File: src/drs_pkg.sv
// Constants and carrier types for the drive run sequencer.
// Assumes a single 100 MHz clock shared with the control logic and register port.
//
// Behaviour
// - State code 0..7 reports sequencing state; zero after reset.
// - Direction request flag is remote reverse combined with reverse run command.
// - Health flag clears on trip, sets again when run is withdrawn; set at reset.
// - Fan output on while heatsink hot, ambient high or motor load high.
// - Fan output held a further 60 s after all fan demands go away.
// - Fan-at-power-on variant: fan on at reset, off 60 s after stop.
// - Entering powered-waiting drives contactor and starts timeout counter together.
// - Stay powered-waiting until contactor feedback true, then go ready.
// - Feedback still false when timeout reaches programmed delay raises contactor trip.
// - System reset pulse one cycle on entering run or jog.
// - Trips clear on remote clear rising edge, or run edge when enabled.
// - Power-up start enters powered-waiting if remote and run already present.
package drs_pkg;

  localparam int CLK_HZ           = 100_000_000;
  localparam int TICK_MS          = 100;
  localparam int TICK_CYCLES      = CLK_HZ / 1000 * TICK_MS;
  localparam int FAN_HOLD_S       = 60;
  localparam int FAN_HOLD_TICKS   = FAN_HOLD_S * 1000 / TICK_MS;
  // Delay is held in tenths of a second, which matches the tick
  localparam logic [7:0] CDLY_MIN   = 8'h0a;
  localparam logic [7:0] CDLY_MAX   = 8'h64;
  localparam logic [7:0] CDLY_RESET = 8'h64;

  localparam logic [3:0] ADDR_CTRL   = 4'h0;
  localparam logic [3:0] ADDR_CDLY   = 4'h1;
  localparam logic [3:0] ADDR_STATUS = 4'h2;
  localparam logic [3:0] ADDR_IRQ    = 4'h3;
  localparam logic [3:0] ADDR_MASK   = 4'h4;

  localparam int CTRL_CLR_ON_RUN = 0;
  localparam int CTRL_PWR_START  = 1;
  localparam logic [7:0] CTRL_RESET = 8'h01;

  localparam int IRQ_TRIP    = 0;
  localparam int IRQ_CFB     = 1;
  localparam int IRQ_SYSRST  = 2;
  localparam int IRQ_W       = 3;

  typedef enum logic [2:0] {
    ST_START_INHIBIT,
    ST_START_PERMIT,
    st_powered_waiting,
    ST_READY,
    ST_ENABLED,
    ST_FAST_STOP,
    ST_TRIP_ACTIVE,
    st_fault_latched
  } drs_state_t;

  typedef struct packed {
    logic run;
    logic jog;
    logic run_reverse;
    logic remote_reverse;
    logic remote;
    logic drive_enable;
    logic fast_stop_n;
    logic coast_stop_n;
    logic stopped;
    logic trip_in;
    logic remote_fault_clear;
    logic contactor_closed;
  } drs_cmd_t;

  typedef struct packed {
    logic heatsink_hot;
    logic ambient_high;
    logic load_high;
  } drs_fan_t;

endpackage : drs_pkg

File: src/drs_sequencer.sv
// Run-state sequencer: state code, contactor handshake, health, direction and fan outputs.
// Assumes commands are synchronous to clk and a register master on the plain port.
//
// The address-and-strobe port and the address map were chosen for this implementation.
module drs_sequencer #(
  parameter int TICK_CYCLES    = drs_pkg::TICK_CYCLES,
  parameter int FAN_HOLD_TICKS = drs_pkg::FAN_HOLD_TICKS,
  parameter bit FAN_AT_POWERON = 1'b0
) (
  input  wire logic             clk,
  input  wire logic             nrst,
  input  wire drs_pkg::drs_cmd_t cmd,
  input  wire drs_pkg::drs_fan_t fan_dmd,
  input  wire logic [3:0]       addr,
  input  wire logic [7:0]       wdata,
  input  wire logic             wr,
  input  wire logic             rd,
  output logic [7:0]            rdata,
  output logic [2:0]            state_code,
  output logic                  contactor_out,
  output logic                  dir_request_flag,
  output logic                  health_flag,
  output logic                  fan_run_out,
  output logic                  contactor_fb_fault,
  output logic                  sys_reset_out,
  output logic                  irq
);

  localparam int TW = $clog2(TICK_CYCLES + 1);
  localparam int FW = $clog2(FAN_HOLD_TICKS + 1);
  localparam int IRQ_W_L = drs_pkg::IRQ_W;

  drs_pkg::drs_state_t state;
  drs_pkg::drs_state_t next_state;
  logic [7:0]          ctrl;
  logic [7:0]          cdly;
  logic [IRQ_W_L-1:0]  irq_stat;
  logic [IRQ_W_L-1:0]  irq_mask;
  logic [TW-1:0]       pre_cnt;
  logic                tick;
  logic [7:0]          ctr_cnt;
  logic [FW-1:0]       fan_cnt;
  logic                run_q;
  logic                clr_q;
  logic                fault;
  logic                first;
  logic                run_rise;
  logic                clr_rise;
  logic                clear_trips;
  logic                cfb_timeout;
  logic                fan_any;
  logic                enter_run;
  logic                pwr_start;

  ////////////////////////////////////////////////////////////////////////////
  // Prescaler and edge detection
  // One prescaler serves both slow timers, so each long count needs only a few bits
  // Tick phase is free-running, so every timeout carries up to one tick of jitter

  always_ff @(posedge clk or negedge nrst) begin
    if (!nrst) begin
      pre_cnt <= '0;
      tick    <= 1'b0;
    end else if (pre_cnt == TW'(TICK_CYCLES - 1)) begin
      pre_cnt <= '0;
      tick    <= 1'b1;
    end else begin
      pre_cnt <= pre_cnt + TW'(1);
      tick    <= 1'b0;
    end
  end

  // Power-up flag lets power-up start act on a run that was already present
  always_ff @(posedge clk or negedge nrst) begin
    if (!nrst) begin
      run_q <= 1'b0;
      clr_q <= 1'b0;
      first <= 1'b1;
    end else begin
      run_q <= cmd.run | cmd.jog;
      clr_q <= cmd.remote_fault_clear;
      // Power-up window lasts until the sequencer first leaves start-inhibit
      first <= first & (next_state == drs_pkg::ST_START_INHIBIT);
    end
  end

  // A run already present at power-up is not an edge; only power-up start may use it
  assign pwr_start   = first & ctrl[drs_pkg::CTRL_PWR_START] & cmd.remote & (cmd.run | cmd.jog);
  assign run_rise    = (cmd.run | cmd.jog) & ~run_q & ~first;
  assign clr_rise    = cmd.remote_fault_clear & ~clr_q;
  assign clear_trips = clr_rise | (run_rise & ctrl[drs_pkg::CTRL_CLR_ON_RUN]);
  assign cfb_timeout = (state == drs_pkg::st_powered_waiting) & ~cmd.contactor_closed &
                       (ctr_cnt >= cdly);
  assign fan_any     = fan_dmd.heatsink_hot | fan_dmd.ambient_high | fan_dmd.load_high;

  ////////////////////////////////////////////////////////////////////////////
  // Sequencing state machine
  // Trip and coast overrides follow the case so they win over its transitions, except out of fault-latched, and out of trip-active for coast;
  // a trip input that is still held keeps the drive in trip-active until it drops

  always_comb begin
    next_state = state;
    case (state)
      drs_pkg::ST_START_INHIBIT: begin
        if (cmd.coast_stop_n && cmd.fast_stop_n) begin
          if (pwr_start)
            next_state = drs_pkg::st_powered_waiting;
          else if (!(cmd.run | cmd.jog))
            next_state = drs_pkg::ST_START_PERMIT;
        end
      end
      drs_pkg::ST_START_PERMIT: begin
        if (run_rise)
          next_state = drs_pkg::st_powered_waiting;
      end
      drs_pkg::st_powered_waiting: begin
        if (cfb_timeout)
          next_state = drs_pkg::ST_TRIP_ACTIVE;
        else if (cmd.contactor_closed)
          next_state = drs_pkg::ST_READY;
      end
      drs_pkg::ST_READY: begin
        if (cmd.drive_enable)
          next_state = drs_pkg::ST_ENABLED;
      end
      drs_pkg::ST_ENABLED: begin
        if (!cmd.fast_stop_n)
          next_state = drs_pkg::ST_FAST_STOP;
        else if (!(cmd.run | cmd.jog) && cmd.stopped)
          next_state = drs_pkg::ST_START_PERMIT;
      end
      drs_pkg::ST_FAST_STOP: begin
        if (cmd.stopped)
          next_state = drs_pkg::ST_START_INHIBIT;
      end
      drs_pkg::ST_TRIP_ACTIVE: begin
        if (cmd.stopped)
          next_state = drs_pkg::st_fault_latched;
      end
      drs_pkg::st_fault_latched: begin
        if (clear_trips)
          next_state = drs_pkg::ST_START_INHIBIT;
      end
      default: next_state = drs_pkg::ST_START_INHIBIT;
    endcase
    if (cmd.trip_in && state != drs_pkg::st_fault_latched)
      next_state = drs_pkg::ST_TRIP_ACTIVE;
    else if (!cmd.coast_stop_n && state != drs_pkg::ST_TRIP_ACTIVE &&
             state != drs_pkg::st_fault_latched)
      next_state = drs_pkg::ST_START_INHIBIT;
  end

  assign enter_run = (next_state == drs_pkg::ST_ENABLED) && (state != drs_pkg::ST_ENABLED);

  // The code is loaded with the next state, so it leaves a flip-flop yet tracks the
  // state register exactly; the reset pulse and interrupt status bits line up with it
  always_ff @(posedge clk or negedge nrst) begin
    if (!nrst) begin
      state      <= drs_pkg::ST_START_INHIBIT;
      state_code <= 3'h0;
    end else begin
      state      <= next_state;
      state_code <= 3'(next_state);
    end
  end

  ////////////////////////////////////////////////////////////////////////////
  // Contactor drive and timeout
  // The timeout counter saturates so a long wait cannot wrap back under the delay
  // Contactor stays driven after a normal stop; only a trip opens it

  always_ff @(posedge clk or negedge nrst) begin
    if (!nrst) begin
      contactor_out <= 1'b0;
      ctr_cnt       <= 8'h00;
    end else begin
      if (next_state == drs_pkg::st_powered_waiting && state != drs_pkg::st_powered_waiting) begin
        contactor_out <= 1'b1;
        ctr_cnt       <= 8'h00;
      end else if (state == drs_pkg::st_powered_waiting && tick && ctr_cnt != 8'hff) begin
        ctr_cnt <= ctr_cnt + 8'h01;
      end
      if (next_state == drs_pkg::st_fault_latched || next_state == drs_pkg::ST_TRIP_ACTIVE)
        contactor_out <= 1'b0;
    end
  end

  // Contactor trip stays latched until the trips are cleared
  always_ff @(posedge clk or negedge nrst) begin
    if (!nrst) begin
      contactor_fb_fault <= 1'b0;
    end else if (cfb_timeout) begin
      contactor_fb_fault <= 1'b1;
    end else if (state == drs_pkg::st_fault_latched && clear_trips) begin
      contactor_fb_fault <= 1'b0;
    end
  end

  ////////////////////////////////////////////////////////////////////////////
  // Flags and system reset pulse
  // Direction reflects the demand only; no motor feedback is used
  // Health drops on entry to trip and recovers once run and jog are both low

  always_ff @(posedge clk or negedge nrst) begin
    if (!nrst) begin
      dir_request_flag <= 1'b0;
      health_flag      <= 1'b1;
      sys_reset_out    <= 1'b0;
    end else begin
      dir_request_flag <= cmd.remote_reverse ^ cmd.run_reverse;
      sys_reset_out    <= enter_run;
      if (next_state == drs_pkg::ST_TRIP_ACTIVE)
        health_flag <= 1'b0;
      else if (!(cmd.run | cmd.jog))
        health_flag <= 1'b1;
    end
  end

  ////////////////////////////////////////////////////////////////////////////
  // Fan control

  // Without demand, the power-on variant only runs the hold-off once the drive has stopped
  // Any new demand restarts the full hold-off
  always_ff @(posedge clk or negedge nrst) begin
    if (!nrst) begin
      fan_run_out <= FAN_AT_POWERON;
      fan_cnt     <= '0;
    end else if (fan_any) begin
      fan_run_out <= 1'b1;
      fan_cnt     <= '0;
    end else if (fan_run_out && (!FAN_AT_POWERON || cmd.stopped)) begin
      if (fan_cnt >= FW'(FAN_HOLD_TICKS)) begin
        fan_run_out <= 1'b0;
        fan_cnt     <= '0;
      end else if (tick) begin
        fan_cnt <= fan_cnt + FW'(1);
      end
    end else begin
      fan_cnt <= '0;
    end
  end

  ////////////////////////////////////////////////////////////////////////////
  // Register port and interrupt
  // Delay writes outside the legal range are clamped rather than refused
  // Control keeps only the two defined bits; the rest read back as zero

  always_ff @(posedge clk or negedge nrst) begin
    if (!nrst) begin
      ctrl <= drs_pkg::CTRL_RESET;
      cdly <= drs_pkg::CDLY_RESET;
    end else if (wr) begin
      if (addr == drs_pkg::ADDR_CTRL)
        ctrl <= wdata & 8'h03;
      if (addr == drs_pkg::ADDR_CDLY) begin
        if (wdata < drs_pkg::CDLY_MIN)
          cdly <= drs_pkg::CDLY_MIN;
        else if (wdata > drs_pkg::CDLY_MAX)
          cdly <= drs_pkg::CDLY_MAX;
        else
          cdly <= wdata;
      end
    end
  end

  // Set wins over write-one-to-clear in the same cycle
  // Status bits: trip entry, contactor timeout, run entry; irq lags status by one cycle
  always_ff @(posedge clk or negedge nrst) begin
    if (!nrst) begin
      irq_stat <= '0;
      irq_mask <= '0;
      irq      <= 1'b0;
    end else begin
      if (wr && addr == drs_pkg::ADDR_MASK)
        irq_mask <= wdata[IRQ_W_L-1:0];
      irq_stat <= (irq_stat & ~((wr && addr == drs_pkg::ADDR_IRQ) ? wdata[IRQ_W_L-1:0] : '0)) |
                  {enter_run, cfb_timeout, next_state == drs_pkg::ST_TRIP_ACTIVE &&
                                           state != drs_pkg::ST_TRIP_ACTIVE};
      irq      <= |(irq_stat & irq_mask);
    end
  end

  // Read data stand for one cycle only and return to zero otherwise
  always_ff @(posedge clk or negedge nrst) begin
    if (!nrst) begin
      rdata <= 8'h00;
    end else if (rd) begin
      case (addr)
        drs_pkg::ADDR_CTRL:   rdata <= ctrl;
        drs_pkg::ADDR_CDLY:   rdata <= cdly;
        drs_pkg::ADDR_STATUS: rdata <= {contactor_fb_fault, fan_run_out, health_flag,
                                        dir_request_flag, contactor_out, state_code};
        drs_pkg::ADDR_IRQ:    rdata <= {5'h00, irq_stat};
        drs_pkg::ADDR_MASK:   rdata <= {5'h00, irq_mask};
        default:              rdata <= 8'h00;
      endcase
    end else begin
      rdata <= 8'h00;
    end
  end

endmodule : drs_sequencer

File: config.mk
export PLATFORM = sky130hd
export DESIGN_NAME = drs_sequencer
export DESIGN_NICKNAME = d
export VERILOG_FILES = /design/src/drs_pkg.sv /design/src/drs_sequencer.sv
export SDC_FILE = /design/constraint.sdc
export NUM_CORES = 1
export LEC_CHECK = 0
export ABC_AREA = 0
export BUFFER_PORTS_ARGS = -buffer_cell sky130_fd_sc_hd__buf_2
export CAP_MARGIN = 15
export CORE_MARGIN = 2
export CORE_UTILIZATION = 40
export DETAILED_ROUTE_END_ITERATION = 10
export MAX_ROUTING_LAYER = met4
export PLACE_DENSITY = 0.71
export SYNTH_ARGS = -nofsm -noshare
export SYNTH_HDL_FRONTEND = slang
export SYNTH_SLANG_ARGS = --single-unit
File: constraint.sdc
create_clock -name clk -period 6.6 [get_ports clk]
set_input_delay 0.66 -clock clk [delete_from_list [all_inputs] [get_ports clk]]
set_output_delay 0.66 -clock clk [all_outputs]
set_load 0.02 [all_outputs]
==> flow_summary.json <==
{
  "h-tree-depth": 3,
  "cp.arrival_ps": 2800,
  "gr-usage-all-layers_pct": 17.1,
  "tns_ps": 0,
  "antenna_left": 0,
  "cts_inserted_buffers": 9,
  "grt_antenna_before_repair": 0,
  "place_hpwl_um": 6270,
  "min_to": "clr_q$_DFF_PN0_",
  "holdCritStartpoint": "cmd[1]",
  "drive_gt1_share_pct": 19.0,
  "r2r_slack_ps": 4010,
  "required_ps": 6810,
  "synth_edf_count": 0,
  "finalNonFillerCells": 591,
  "ff2ff_path_depth": 7,
  "wl_met1_um": 3960,
  "cts_tree": "built",
  "finalMaxSlewViolations": 0,
  "cts_hold_buf": 0,
  "cts_setup_buffers": 0,
  "skew_ps": 15.5,
  "synth_warnings": 0,
  "ys_ff_latch": 80,
  "p_total_w": 0.00137,
  "critPathKind": "flip-flop to flip-flop",
  "outcome": "complete, no violations",
  "final_hold_viol_count": 0,
  "critPathMaxFanout": 8,
  "power_density_nw_per_um2": 297,
  "end_kind": "flip-flop",
  "synthDistinctLibCells": 61,
  "die_height_um": 104,
  "initial_core_util_pct": 41.0,
  "yosysSeqAreaShare_pct": 50.3,
  "grt_first_pass_wirelength_um": 14500,
  "die_width_um": 104,
  "syn_nets": 442,
  "max_slew_margin_pct": 34.6,
  "overflow": 0,
  "netlist_area_um2": 3990,
  "setup_viol": 0,
  "place_area_um2": 4370,
  "path_cells": "ha_1 > nand2b_1 > a2111o_1 > a31oi_1 > o211ai_1 > a2111oi_4 > nor2_1",
  "crit_start": "cdly[0]$_DFFE_PN0P_",
  "avgSynthCellArea_um2": 10.0,
  "slowest_delay_ps": 610,
  "cts_resized": 0,
  "core_area_um2": 9730,
  "row_count": 36,
  "drc": 0,
  "cp_num_buf_inv": 0,
  "hold_class": "input pin to flip-flop",
  "cts.reportedPaths.clkPinSlew_ps": 90,
  "cts.root.buffer_cell": "clkbuf_8",
  "io_pins": 49,
  "routed_wl_um": 8580,
  "wl_per_cell_um": 14.5,
  "stdcell_area_um2": 4620,
  "wl_met2_um": 4190,
  "dr.pass1.iters": 5,
  "synth_top_flop_cell": "dfrtp_1",
  "max-vdd-ir-drop_mv": 0.116,
  "tightest_slew_ps": 982,
  "dp_cells": 575,
  "timing.fmax_ghz": 0.386,
  "dr_wl_met3_um": 343,
  "synthCells": 399,
  "r2r_start": "cdly[0]$_DFFE_PN0P_",
  "fin_nets": 496,
  "crit_family": "compound AO/OA/AOI/OAI gates",
  "whs_ps": 427,
  "io_buffer_count": 48,
  "dieArea_um2": 10800,
  "worst_setup_path_start_kind": "flip-flop",
  "grt_pass1_vias": 2978,
  "finalCritPeriodShare_pct": 39.3,
  "gp_congestion": 0.946,
  "rr_endpoint": "ctr_cnt[3]$_DFFE_PN0P_",
  "syn_to_final_growth_pct": 15.7,
  "period_minus_slack_ps": 2590,
  "highest_layer": "met4",
  "grt_max_degree": 81,
  "clock_path_buffers": 2,
  "drt_iter0_drc": 166,
  "crit_slowest_cell": "a2111oi_4",
  "vias": 3065,
  "n_antenna_cell": 0,
  "clock_sinks": 80,
  "viasPerCell": 5.19,
  "p_leak_nw": 2.11,
  "clk_latency_ps": 350,
  "rsz0062_at_grt": "no",
  "hold_depth": 1,
  "async_flop_share_pct": 100,
  "drv_cap": 0
}
==> cell usage after synthesis (6+ instances only) <==
cell type | n | area, um2
dfrtp_1 | 74 | 1850
nor2_1 | 56 | 210
nand2_1 | 44 | 165
inv_1 | 21 | 78.8
xor2_1 | 20 | 175
a21oi_1 | 16 | 80.1
xnor2_1 | 15 | 131
o21ai_0 | 14 | 70.1
nand3_1 | 13 | 65.1
ha_1 | 12 | 150
nor3_1 | 11 | 55.1
nand4_1 | 9 | 56.3
a22oi_1 | 7 | 52.6
dfstp_2 | 6 | 158
mux2_2 | 6 | 67.6
==> worst max-delay path by stage <==
stage / cells past startpoint / slack [ps] / end
final: 7 / 4010 / ctr_cnt[3]$_DFFE_PN0P_
after global routing: 8 / 3810 / ctr_cnt[4]$_DFFE_PN0P_
after CTS: 8 / 4000 / ctr_cnt[6]$_DFFE_PN0P_
after detailed placement: 8 / 4000 / ctr_cnt[6]$_DFFE_PN0P_
after global placement: 6 / 4040 / cdly[3]$_DFFE_PN0P_
after floorplan: 8 / 4320 / ctr_cnt[0]$_DFFE_PN0P_
==> sequential cells by signal (all words and copies together) (netlist names), 2 cells and up <==
signal	cells
rdata	8
cdly	8
fan_cnt	10
ctr_cnt	8
state	3
irq_mask	3
ctrl	2
pre_cnt	24
irq_stat	3
==> metrics by stage <==
| stage | util, % | worst slack, ps |
|---|---|---|
| after global routing | 47.5 | 3810 |
| final | 47.5 | 4010 |
| after CTS | 47.5 | 4000 |
| after floorplan | - | 4320 |
| after detailed placement | 45.0 | 4000 |
| after global placement | 45.0 | 4040 |
==> layout by cell type (no fill, tap or decap), types with 4 or more instances in the layout <==
cell type,count
a21oi_1,16
xor2_1,20
nand3_1,13
inv_1,21
and2_1,4
dfstp_2,6
nand2_1,44
clkbuf_8,10
a22oi_1,7
xnor2_1,15
nand4_1,9
o21ai_0,14
ha_1,12
a222oi_1,4
mux2_2,6
buf_2,47
and3_1,5
dfrtp_1,74
nand2b_1,5
nor2_1,56
nor3_1,11
a31oi_1,4
==> final cells by class <==
| class | instances | area [um2] |
|---|---|---|
| fill | 911 | 5110 |
| sequential | 80 | 2010 |
| multi-input combinational | 292 | 1870 |
| timing repair buffer | 49 | 250 |
| tap | 133 | 166 |
| clock buffer | 11 | 141 |
| clock inverter | 5 | 104 |
| inverter | 21 | 78.8 |
==> layer usage <==
metal  global-route usage, %  up-vias
met5                       -        -
met4                    5.31        0
met3                    3.70       11
met2                    27.0       73
met1                    22.1     1475
li1                        -     1506
==> cell families (layout without fill, tap and decap cells) <==
logic type | count (synthesis) | after routing | share of synthesized area (%)
fa+ha+maj | 12 | 12 | 3.76
buf+inv | 27 | 86 | 2.82
simple gates | 169 | 169 | 20.6
mux | 8 | 8 | 2.19
compound gates | 68 | 68 | 12.6
xor+xnor | 35 | 35 | 7.68
flops | 80 | 80 | 50.3
==> report_power, final <==
group	internal [W]	switching, W	total, W	leakage, nW
Sequential	0.000544	0.0000721	0.000616	1.03
Clock	0.000262	0.000176	0.000438	0.124
Combinational	0.000122	0.000194	0.000317	0.959
Total	0.000928	0.000442	0.00137	2.11
(Power assumes the default switching activity.)
